--- src/hdl/acmp_pkg.sv ---
// Constants, field layout and types for the comparator control block.
// Assumes a 32-bit APB master and a 25 MHz pclk; no other context is needed.
package acmp_pkg;

    // ************************************************************
    // Bus geometry
    // ************************************************************
    localparam int APB_AW = 12;
    localparam int APB_DW = 32;
    localparam int CH_W = 4;

    // ************************************************************
    // Register indices and byte addresses
    // ************************************************************
    // The printed offset is not word aligned, so it is kept as an index.
    localparam logic [APB_AW-1:0] CCS_IDX = 12'h0e9;
    localparam logic [APB_AW-1:0] STS_IDX = 12'h0ea;
    localparam logic [APB_AW-1:0] MSK_IDX = 12'h0eb;
    localparam logic [APB_AW-1:0] CCS_ADDR = {CCS_IDX[APB_AW-3:0], 2'b00};
    localparam logic [APB_AW-1:0] STS_ADDR = {STS_IDX[APB_AW-3:0], 2'b00};
    localparam logic [APB_AW-1:0] MSK_ADDR = {MSK_IDX[APB_AW-3:0], 2'b00};

    // ************************************************************
    // Control/status field positions and reset values
    // ************************************************************
    localparam int B_ON = 7;
    localparam int B_MREF = 6;
    localparam int B_RES = 5;
    localparam int B_FLAG = 4;
    localparam int B_IEN = 3;
    localparam int B_PIN = 2;
    localparam int B_MODE_HI = 1;
    localparam int B_MODE_LO = 0;
    localparam logic [7:0] CCS_RST = 8'h00;

    // ************************************************************
    // Event status and mask layout
    // ************************************************************
    localparam int STS_W = 2;
    localparam int S_EDGE = 0;
    localparam int S_CHG = 1;
    localparam logic [STS_W-1:0] STS_RST = 2'h0;
    localparam logic [STS_W-1:0] MSK_RST = 2'h0;

    // ************************************************************
    // Edge mode encoding
    // ************************************************************
    typedef enum logic [1:0] {
        EDGE_RSVD = 2'b00,
        EDGE_FALL = 2'b01,
        EDGE_RISE = 2'b10,
        EDGE_BOTH = 2'b11
    } acmp_edge_t;

endpackage

--- src/hdl/acmp_ctrl.sv ---
// Control and status logic around the on-chip voltage comparator, with an APB slave.
// Assumes the analog core delivers its raw decision synchronous to pclk and that the
// ADC mode and channel bits arrive as plain levels from the ADC block.
//
// Function
// - Result high when plus exceeds minus.
// - Enable bit off forces result low.
// - Minus select one picks bandgap reference.
// - Plus select is inverse of mux enable.
// - Plus from ADC channel mux when zero.
// - Pin drive bit presents result on pin.
// - One 8-bit control register plus 2-bit status and mask registers, all reset zero.
`timescale 1ns/1ps
`default_nettype none

module acmp_ctrl
(
    // Clock and reset.
    input wire logic pclk,
    input wire logic presetn,
    // APB slave.
    input wire logic psel,
    input wire logic penable,
    input wire logic pwrite,
    input wire logic [acmp_pkg::APB_AW-1:0] paddr,
    input wire logic [acmp_pkg::APB_DW-1:0] pwdata,
    input wire logic [3:0] pstrb,
    output logic [acmp_pkg::APB_DW-1:0] prdata,
    output logic pready,
    output logic pslverr,
    // ADC side levels.
    input wire logic analog_mux_en,
    input wire logic [acmp_pkg::CH_W-1:0] adc_channel_sel,
    // Analog comparator core.
    input wire logic cmp_raw,
    output logic comparator_on,
    output logic minus_ref_select,
    output logic plus_src_sel_n,
    output logic [acmp_pkg::CH_W-1:0] plus_chan_sel,
    // Result port pin.
    output logic result_pin_level,
    output logic result_pin_oe,
    // Interrupt.
    input wire logic irq_ack,
    output logic irq
);
    import acmp_pkg::*;

    // ************************************************************
    // State
    // ************************************************************
    logic on_r, mref_r, flag_r, ien_r, pin_r, smp_r, smp_d_r;
    logic [1:0] mode_r;
    logic [STS_W-1:0] sts_r, msk_r;
    logic pready_r, pslverr_r, irq_r, psel_n_r, pin_o_r, pin_oe_r;
    logic [APB_DW-1:0] prdata_r;
    logic [CH_W-1:0] chan_r;

    // ************************************************************
    // APB decode
    // ************************************************************
    // Every access waits one cycle in the access phase so read data comes from a flop.
    wire logic access = psel & penable;
    wire logic pready_nxt = access & ~pready_r;
    wire logic fire = access & pready_r;
    wire logic hit_ccs = (paddr == CCS_ADDR);
    wire logic hit_sts = (paddr == STS_ADDR);
    wire logic hit_msk = (paddr == MSK_ADDR);
    wire logic hit = hit_ccs | hit_sts | hit_msk;
    wire logic wr_ccs = fire & pwrite & hit_ccs & pstrb[0];
    wire logic wr_sts = fire & pwrite & hit_sts & pstrb[0];
    wire logic wr_msk = fire & pwrite & hit_msk & pstrb[0];

    wire logic [7:0] ccs_view = {on_r, mref_r, smp_r, flag_r, ien_r, pin_r, mode_r};
    wire logic [APB_DW-1:0] rd_mux;
    assign rd_mux = hit_ccs ? {24'h000000, ccs_view} :
                    hit_sts ? {{(APB_DW-STS_W){1'b0}}, sts_r} :
                    hit_msk ? {{(APB_DW-STS_W){1'b0}}, msk_r} : 32'h00000000;

    // ************************************************************
    // Comparator result and sampling
    // ************************************************************
    // The core decides plus against minus; a powered-down core reads as low.
    wire logic cmp_result = on_r & cmp_raw;
    wire logic rise = smp_r & ~smp_d_r;
    wire logic fall = ~smp_r & smp_d_r;
    acmp_edge_t mode_e;
    assign mode_e = acmp_edge_t'(mode_r);
    logic edge_hit;
    always_comb
    begin
        case (mode_e)
            EDGE_FALL: edge_hit = fall;
            EDGE_RISE: edge_hit = rise;
            EDGE_BOTH: edge_hit = rise | fall;
            default: edge_hit = 1'b0;
        endcase
    end

    // ************************************************************
    // Flag, status and interrupt next values
    // ************************************************************
    // A new edge in the clearing cycle wins, so no event is dropped.
    wire logic flag_clr = irq_ack | (wr_ccs & ~pwdata[B_FLAG]);
    wire logic flag_nxt = edge_hit | (flag_r & ~flag_clr);
    wire logic [STS_W-1:0] sts_set = {rise | fall, edge_hit};
    wire logic [STS_W-1:0] sts_w1c = wr_sts ? pwdata[STS_W-1:0] : {STS_W{1'b0}};
    wire logic [STS_W-1:0] sts_nxt = sts_set | (sts_r & ~sts_w1c);
    wire logic irq_nxt = (flag_r & ien_r) | (|(sts_r & msk_r));

    // ************************************************************
    // Registers
    // ************************************************************
    always_ff @(posedge pclk or negedge presetn)
    begin
        if (!presetn)
        begin
            on_r <= CCS_RST[B_ON];
            mref_r <= CCS_RST[B_MREF];
            smp_r <= CCS_RST[B_RES];
            flag_r <= CCS_RST[B_FLAG];
            ien_r <= CCS_RST[B_IEN];
            pin_r <= CCS_RST[B_PIN];
            mode_r <= CCS_RST[B_MODE_HI:B_MODE_LO];
            smp_d_r <= 1'b0;
        end
        else
        begin
            if (wr_ccs)
            begin
                on_r <= pwdata[B_ON];
                mref_r <= pwdata[B_MREF];
                ien_r <= pwdata[B_IEN];
                pin_r <= pwdata[B_PIN];
                mode_r <= pwdata[B_MODE_HI:B_MODE_LO];
            end
            smp_r <= cmp_result;
            smp_d_r <= smp_r;
            flag_r <= flag_nxt;
        end
    end

    always_ff @(posedge pclk or negedge presetn)
    begin
        if (!presetn)
        begin
            sts_r <= STS_RST;
            msk_r <= MSK_RST;
            irq_r <= 1'b0;
        end
        else
        begin
            sts_r <= sts_nxt;
            if (wr_msk)
                msk_r <= pwdata[STS_W-1:0];
            irq_r <= irq_nxt;
        end
    end

    always_ff @(posedge pclk or negedge presetn)
    begin
        if (!presetn)
        begin
            pready_r <= 1'b0;
            pslverr_r <= 1'b0;
            prdata_r <= 32'h00000000;
        end
        else
        begin
            pready_r <= pready_nxt;
            pslverr_r <= pready_nxt & ~hit;
            if (pready_nxt)
                prdata_r <= pwrite ? 32'h00000000 : rd_mux;
        end
    end

    // The pad and core selects follow pin_r, the gated result and the ADC levels, one flop behind.
    always_ff @(posedge pclk or negedge presetn)
    begin
        if (!presetn)
        begin
            psel_n_r <= 1'b1;
            chan_r <= {CH_W{1'b0}};
            pin_o_r <= 1'b0;
            pin_oe_r <= 1'b0;
        end
        else
        begin
            psel_n_r <= ~analog_mux_en;
            chan_r <= adc_channel_sel;
            pin_o_r <= pin_r & cmp_result;
            pin_oe_r <= pin_r;
        end
    end

    // ************************************************************
    // Outputs
    // ************************************************************
    assign prdata = prdata_r;
    assign pready = pready_r;
    assign pslverr = pslverr_r;
    assign comparator_on = on_r;
    assign minus_ref_select = mref_r;
    assign plus_src_sel_n = psel_n_r;
    assign plus_chan_sel = chan_r;
    assign result_pin_level = pin_o_r;
    assign result_pin_oe = pin_oe_r;
    assign irq = irq_r;
endmodule // acmp_ctrl

`default_nettype wire

--- config.mk ---
export PLATFORM = sky130hd
export DESIGN_NAME = acmp_ctrl
export DESIGN_NICKNAME = d
export VERILOG_FILES = /design/src/hdl/acmp_pkg.sv /design/src/hdl/acmp_ctrl.sv
export SDC_FILE = /design/constraint.sdc
export NUM_CORES = 1
export LEC_CHECK = 0
export ABC_AREA = 1
export BUFFER_PORTS_ARGS = -buffer_cell sky130_fd_sc_hd__buf_2
export CAP_MARGIN = 25
export CORE_UTILIZATION = 46
export CTS_BUF_LIST = sky130_fd_sc_hd__clkbuf_4
export CTS_CLUSTER_SIZE = 8
export DETAILED_ROUTE_END_ITERATION = 6
export PLACE_DENSITY_LB_ADDON = 0.12
export SLEW_MARGIN = 5
export SYNTH_ARGS = -nofsm -noshare
export SYNTH_HDL_FRONTEND = slang
export SYNTH_SLANG_ARGS = --single-unit
export TNS_END_PERCENT = 50
--- constraint.sdc ---
create_clock -name pclk -period 2.9 [get_ports pclk]
set_input_delay 0.87 -clock pclk [delete_from_list [all_inputs] [get_ports pclk]]
set_output_delay 0.87 -clock pclk [all_outputs]
set_load 0.005 [all_outputs]
==> results.json, run 1 <==
{
  "status": "complete, no violations",
  "cts_root_buffer": "clkbuf_4",
  "boundaryPins": 104,
  "grt_max_degree": 32,
  "antenna_found_initial": 0,
  "start_util": 0.499,
  "grt.total_usage": 0.159,
  "dp_cells": 277,
  "drc": 0,
  "ys_ff_latch": 31,
  "cts_sinks": 31,
  "crit_path_max_incr_delay_ps": 490,
  "path_cells": "buf_2 > nor2_1 > nand2_1 > nor2_1 > nand3b_2 > o21ai_1 > nand2_1",
  "synth_xor_area_frac": 0,
  "avgSynthCellArea_um2": 8.39,
  "final_common_cell": "buf_2",
  "ir_worst_vdd_mv": 0.359,
  "synth_top_family_by_area": "simple AND/OR/NAND/NOR gates",
  "rsz0062_at_grt": "false",
  "clkTransAtPathRegs_ps": 100,
  "grt_pass1_vias": 962,
  "drt_iter0_markers": 20,
  "post_synth_mux_area_share": 0,
  "fillCellCount": 312,
  "mostFrequentLayoutCells": "buf_2, nand2_1, inv_1, dfrtp_1, conb_1",
  "coreArea_mm2": 0.00313,
  "overflow": 0,
  "critPathMaxFanout": 13,
  "synth_compound_area_frac": 0.0617,
  "cts-hold-fix-buffers": 0,
  "fp.dieH_um": 60.2,
  "via_per_inst": 4.15,
  "ys_seq_area_frac": 0.498,
  "areaGrowthSynthToFinish_pct": 15.4,
  "slew_viol_final": 0,
  "synth-async-reset-ratio": 1.00,
  "hpwl_um": 2000,
  "path_class": "input port to flip-flop",
  "synth_edf_count": 0,
  "routedWlPerCell_um": 9.11,
  "antenna_cells": 0,
  "hold_violations": 0,
  "synth-simple-area-share": 0.213,
  "dieArea_mm2": 0.00363,
  "num_vias": 1182,
  "critical_path_arrival_ps": 2290,
  "drv_cap": 0,
  "ant_nets": 0,
  "fin_nets": 302,
  "cts_resized": 0,
  "synth_area_mm2": 0.00156,
  "rows": 20,
  "netlist_instances": 186,
  "critPathSlowestCell": "nor2_1",
  "cts_max_level": 2,
  "layoutNonFillerInstCount": 285,
  "ys_types": 23,
  "p_leak_nw": 1.04,
  "yosys_warnings": 0,
  "wl_um": 2600,
  "finalSetupViolCount": 0,
  "cts_tree": "built",
  "clk_path_buf_depth": 2,
  "max_slew_margin": 0.563,
  "fin_setup_tns_ps": 0,
  "required_ps": 3110,
  "period_share": 0.719,
  "die_w_um": 60.2,
  "hold_path.class": "flip-flop to flip-flop",
  "gp_congestion": 0.824,
  "ys.flop_type": "dfrtp_1",
  "power.density_mw_per_mm2": 420,
  "post_cts_buffers": 0,
  "critPathCaptureType": "flip-flop",
  "drive_gt1_frac": 0.270,
  "fmax_ghz": 0.480,
  "dr.pass1.iters": 6,
  "numCtsBuffers": 5,
  "finClkSkew_ps": 9.90,
  "synthAdderAreaFrac": 0.0160,
  "finalCriticalPeriod_ps": 2080,
  "clk-insertion-delay-late_ps": 320,
  "worstMarginPinSlew_ps": 655,
  "io_buffer_count": 51,
  "grt_pass1_wl_um": 4110,
  "startpoint_type": "input port"
}
-- stage by stage --
stage	power (W)	setup WS, ps	utilization	instance area, um2	hold slack [ps]
final	0.000755	816	0.576	1800	422
after global routing	0.000800	634	0.576	1800	440
after CTS	0.000765	823	0.576	1800	429
after detailed placement	0.000528	477	0.558	1750	406
after global placement	0.000527	488	0.558	1750	395
after floorplan	0.000511	1100	-	1650	374
-- cell usage after synthesis, types with 2 or more instances --
| cell | n | area share |
|---|---|---|
| buf_4 | 25 | 0.12 |
| buf_6 | 2 | 0.014 |
| dfrtp_1 | 30 | 0.48 |
| ha_1 | 2 | 0.016 |
| inv_1 | 30 | 0.072 |
| nand2_1 | 49 | 0.12 |
| nand3_1 | 6 | 0.019 |
| nand4_1 | 4 | 0.016 |
| nor2_1 | 10 | 0.024 |
| nor3_1 | 2 | 0.0064 |
| o21ai_0 | 7 | 0.022 |
| o21ai_1 | 8 | 0.026 |
-- final timing paths --
kind	to	slack, ps	cells past startpoint	from
worst max-delay path	flag_r$_DFF_PN0_	820	7	paddr[11]
worst min-delay path	result_pin_oe$_DFF_PN0_	420	0	pin_r$_DFFE_PN0P_
worst max register to register	flag_r$_DFF_PN0_	1540	4	pready$_DFF_PN0_
worst min register to register	result_pin_oe$_DFF_PN0_	420	0	pin_r$_DFFE_PN0P_
max in group asynchronous	prdata[5]$_DFFE_PN0P_	1910	1	presetn
min in group asynchronous	result_pin_oe$_DFF_PN0_	570	1	presetn
-- layout make-up --
type	instances	area, um2	area share
multi-input combinational	120	543	0.302
clock inverter	2	8.76	0.00486
timing repair buffer	51	255	0.142
sequential	31	777	0.432
clock buffer	6	45.0	0.0250
tap	44	55.1	0.0306
inverter	31	116	0.0646
-- registers in the layout, summed over array words and instances, names as in the netlist --
signal            cells
prdata                8
result_pin_level      1
msk_r                 2
ien_r                 1
smp_d_r               1
plus_chan_sel         4
smp_r                 1
sts_r                 2
flag_r                1
pslverr               1
comparator_on         1
irq                   1
plus_src_sel_n        1
minus_ref_select      1
result_pin_oe         1
mode_e                2
pin_r                 1
pready                1
-- report_power, final --
| part | switching, W | internal (W) |
|---|---|---|
| logic | 0.0000427 | 0.0000292 |
| clock network | 0.000137 | 0.000100 |
| registers | 0.00000384 | 0.000443 |
| total | 0.000183 | 0.000572 |
-- kinds of logic after synthesis --
kind of cell | after synthesis
AO/OA/AOI/OAI | 18
buffers and inverters | 58
AND/OR/NAND/NOR | 76
other | 1
flip-flops | 31
adder cells (fa/ha/maj) | 2
-- worst max-delay path, delay by kind of cell --
kind	cells	cell delay, ps
AOI/OAI and AO/OA	1	230
buffers and inverters	1	100
and+or+nand+nor	5	1090
-- metal layers --
metal	track usage	vias up	wire length [um]
li1	-	631	-
met1	0.214	494	1250
met5	0	-	0
met4	0.0698	0	47
met2	0.231	50	1110
met3	0.0541	7	195
No activity file was read; power rests on OpenSTA's default activity.
==> run 2: changes to the inputs <==
CORE_UTILIZATION = 39   (was 46)
clock period = 1.7 ns   (was 2.9 ns; I/O delays follow)
==> run 2 against run 1 <==
Net effect: first-iteration DRC count rose to 2.8 times the previous value; combinational power rose by 78%; largest cell class unchanged; largest power group unchanged; clock power rose by 71%; final cell count rose by 3.2%.
==> results.json, run 2 (synthesis results as in run 1) <==
{
  "cts-hold-fix-buffers": 0,
  "overflow": 0,
  "routedWlPerCell_um": 9.43,
  "dp_cells": 286,
  "numCtsBuffers": 5,
  "p_leak_nw": 1.07,
  "critical_path_arrival_ps": 940,
  "worstReg2RegStart": "pready$_DFF_PN0_",
  "die_w_um": 65.3,
  "finalCriticalPeriod_ps": 1450,
  "via_per_inst": 4.13,
  "clk-insertion-delay-late_ps": 320,
  "path_cells": "buf_2",
  "post_cts_buffers": 0,
  "start_util": 0.417,
  "finalSetupViolCount": 0,
  "hpwl_um": 2120,
  "coreArea_mm2": 0.00374,
  "period_share": 0.855,
  "power.density_mw_per_mm2": 703,
  "slew_viol_final": 0,
  "io_buffer_count": 51,
  "cts_sinks": 31,
  "rrSetupSlack_ps": 410,
  "ir_worst_vdd_mv": 0.535,
  "areaGrowthSynthToFinish_pct": 18.1,
  "setup_ws_ps": 247,
  "dr.pass1.iters": 4,
  "status": "complete, no violations",
  "grt_pass1_vias": 1054,
  "cts_tree": "built",
  "cts_max_level": 2,
  "ant_nets": 0,
  "wl_um": 2770,
  "crit_cells": 1,
  "final_common_cell": "buf_2",
  "crit_family": "flip-flops",
  "hold_violations": 0,
  "startpoint_type": "flip-flop",
  "crit_end": "plus_src_sel_n",
  "hold_path.class": "input port to asynchronous set/reset pin",
  "r2r-end": "flag_r$_DFF_PN0_",
  "critPathCaptureType": "output port",
  "critPathMaxFanout": 1,
  "clk_path_buf_depth": 2,
  "boundaryPins": 104,
  "fp.dieH_um": 65.3,
  "rows": 22,
  "grt.total_usage": 0.150,
  "drive_gt1_frac": 0.285,
  "layoutNonFillerInstCount": 294,
  "path_class": "flip-flop to output port",
  "drt_iter0_markers": 55,
  "critPathSlowestCell": "dfstp_2",
  "hold_ws_ps": 186,
  "dp_slack_ps": -3.73,
  "crit_path_max_incr_delay_ps": 520,
  "p_total_w": 0.00130,
  "cts_root_buffer": "clkbuf_4",
  "largest_reg_flops": 8,
  "antenna_cells": 0,
  "drv_cap": 0,
  "fmax_ghz": 0.688,
  "drc": 0,
  "worstRegToRegCells": 4,
  "grt_pass1_wl_um": 4670,
  "required_ps": 1190,
  "startpoint": "plus_src_sel_n$_DFF_PN1_",
  "antenna_found_initial": 0,
  "cp.buffers_inverters": 1,
  "rsz0062_at_grt": "false",
  "fin_nets": 307,
  "gp_congestion": 0.819,
  "cts_resized": 0,
  "grt_max_degree": 32,
  "dieArea_mm2": 0.00426,
  "clkTransAtPathRegs_ps": 90,
  "finClkSkew_ps": 13.6,
  "num_vias": 1214,
  "mostFrequentLayoutCells": "buf_2, nand2_1, inv_1, dfrtp_1, conb_1"
}
[run 2: changes by cell type in the layout (fill, tap and decap cells not counted)]
cell	change
buf_4	+5
[run 2: through the flow]
stage / util / cell area (um2) / setup TNS [ps]
2_1_floorplan: - / 1650 / 0
3_3_place_gp: 0.478 / 1790 / -9.82
5_1_grt: 0.492 / 1840 / 0
6_report: 0.492 / 1840 / 0
3_5_place_dp: 0.478 / 1790 / -3.73
4_1_cts: 0.492 / 1840 / 0
[run 2: layer usage]
layer  track usage  wire length (um)  vias up
li1              -                 -      638
met1         0.197              1330      523
met2         0.224              1200       49
met3        0.0469               210        4
met4        0.0652                35        0
met5             0                 0        -
[run 2: how the worst min path moves through the flow]
stage / start / to / slack (ps) / cells past startpoint
after floorplan: presetn / comparator_on$_DFFE_PN0P_ / 210 / 0
after global placement: pin_r$_DFFE_PN0P_ / result_pin_oe$_DFF_PN0_ / 390 / 0
after detailed placement: pin_r$_DFFE_PN0P_ / result_pin_oe$_DFF_PN0_ / 400 / 0
after CTS: presetn / msk_r[0]$_DFFE_PN0P_ / 190 / 2
after global routing: presetn / minus_ref_select$_DFFE_PN0P_ / 200 / 2
final: presetn / plus_chan_sel[3]$_DFF_PN0_ / 190 / 2
[run 2: report_power, final]
group	switching (W)	internal, W	total, W
registers	0.00000724	0.000755	0.000762
logic	0.0000740	0.0000539	0.000128
clock network	0.000234	0.000171	0.000405
[run 2: final cells by class]
cell class	instances	area, um2
Clock buffer	6	45.0
Clock inverter	2	8.76
Fill cell	394	1900
Inverter	31	116
Multi-Input combinational cell	120	543
Sequential cell	31	777
Tap cell	48	60.1
Timing Repair Buffer	56	293
==> run 3: changes to the inputs <==
CORE_UTILIZATION = 43   (was 39)
clock period = 1.48 ns   (was 1.7 ns; I/O delays follow)
==> run 3 against run 2 <==
Net effect: clock-buffer cell count is 1 lower; critical path type unchanged; register-to-register slack worse by 230 ps; highest routed layer unchanged; setup slack worse by 160 ps.
==> results.json, run 3 (synthesis results as in run 1) <==
{
  "finalSetupViolCount": 0,
  "dieArea_mm2": 0.00387,
  "layoutNonFillerInstCount": 298,
  "hold_violations": 0,
  "ant_nets": 0,
  "critPathSlowestCell": "dfstp_2",
  "mostFrequentLayoutCells": "buf_2, nand2_1, inv_1, dfrtp_1, conb_1",
  "overflow": 0,
  "fin_area_mm2": 0.00191,
  "largest_reg_flops": 8,
  "cts_max_level": 2,
  "critPathMaxFanout": 1,
  "cp.buffers_inverters": 1,
  "start_util": 0.457,
  "hpwl_um": 2110,
  "clk-insertion-delay-late_ps": 320,
  "placed_area_mm2": 0.00183,
  "rows": 21,
  "die_w_um": 62.2,
  "critPathCaptureType": "output port",
  "grt_max_degree": 32,
  "clk_path_buf_depth": 2,
  "finClkSkew_ps": 9.10,
  "dp_slack_ps": -96.7,
  "cts_tree": "built",
  "boundaryPins": 104,
  "post_cts_buffers": 0,
  "fin_nets": 313,
  "period_share": 0.938,
  "drive_gt1_frac": 0.302,
  "startpoint_type": "flip-flop",
  "cts_root_buffer": "clkbuf_4",
  "rsz0062_at_grt": "false",
  "ir_worst_vdd_mv": 0.938,
  "path_cells": "buf_2",
  "drt_iter0_markers": 36,
  "path_class": "flip-flop to output port",
  "clkTransAtPathRegs_ps": 100,
  "via_per_inst": 4.16,
  "numCtsBuffers": 5,
  "coreArea_mm2": 0.00342,
  "grt.total_usage": 0.164,
  "io_buffer_count": 51,
  "num_vias": 1239,
  "final_common_cell": "buf_2",
  "hold_path.class": "input port to asynchronous set/reset pin",
  "required_ps": 1040,
  "power.density_mw_per_mm2": 869,
  "slew_viol_final": 0,
  "drc": 0,
  "cts-hold-fix-buffers": 0,
  "gp_congestion": 0.850,
  "setup_ws_ps": 91.7,
  "dr.pass1.iters": 4,
  "grt_pass1_vias": 1182,
  "fp.dieH_um": 62.2,
  "critical_path_arrival_ps": 940,
  "dp_cells": 290,
  "crit_path_max_incr_delay_ps": 520,
  "antenna_found_initial": 0,
  "fmax_ghz": 0.720,
  "cts_resized": 0,
  "grt_pass1_wl_um": 5000,
  "drv_cap": 0,
  "p_leak_nw": 1.11,
  "antenna_cells": 0,
  "areaGrowthSynthToFinish_pct": 22.3,
  "cts_sinks": 31,
  "wl_um": 2720,
  "status": "complete, no violations",
  "p_total_w": 0.00166,
  "finalCriticalPeriod_ps": 1390,
  "routedWlPerCell_um": 9.12,
  "crit_family": "flip-flops"
}
run 3: cell types whose count changed in the layout (fill, tap and decap cells not counted), sizes merged:
cell and delta:
clkbuf -1, bufinv +1, buf +6
run 3: worst paths after layout:
kind / startpoint / end / slack [ps] / depth (start not counted)
max: plus_src_sel_n$_DFF_PN1_ / plus_src_sel_n / 90 / 1
min: presetn / plus_chan_sel[3]$_DFF_PN0_ / 110 / 2
max reg2reg: pready$_DFF_PN0_ / flag_r$_DFF_PN0_ / 180 / 4
min reg2reg: pin_r$_DFFE_PN0P_ / result_pin_oe$_DFF_PN0_ / 420 / 0
max in group asynchronous: presetn / plus_src_sel_n$_DFF_PN1_ / 1060 / 2
min in group pclk: analog_mux_en / plus_src_sel_n$_DFF_PN1_ / 210 / 2
run 3: power breakdown:
| part | internal (W) | switching (W) | total, W |
|---|---|---|---|
| sequential | 0.000867 | 0.00000808 | 0.000876 |
| clock | 0.000347 | 0.000281 | 0.000628 |
| combinational | 0.0000663 | 0.0000875 | 0.000154 |
run 3: per-stage QoR:
| stage | setup TNS [ps] | hold WS (ps) | util |
|---|---|---|---|
| after floorplan | 0 | 148 | - |
| after global placement | -501 | 401 | 0.536 |
| after detailed placement | -536 | 396 | 0.536 |
| after CTS | 0 | 119 | 0.559 |
| after global routing | 0 | 125 | 0.559 |
| final | 0 | 111 | 0.559 |
run 3: cell type report:
class	count	area (um2)
sequential	31	777
clock buffer	5	37.5
multi-input combinational	120	543
tap	46	57.6
inverter	31	116
timing repair buffer	62	338
clock inverter	3	38.8
fill	345	1510
run 3: per-layer routing:
layer  vias up  global-route usage  routed length (um)
met5         -                   0                   0
met4         0              0.0698                  14
met3         2              0.0386                 155
met2        43               0.266                1270
met1       542               0.209                1270
li1        652                   -                   -
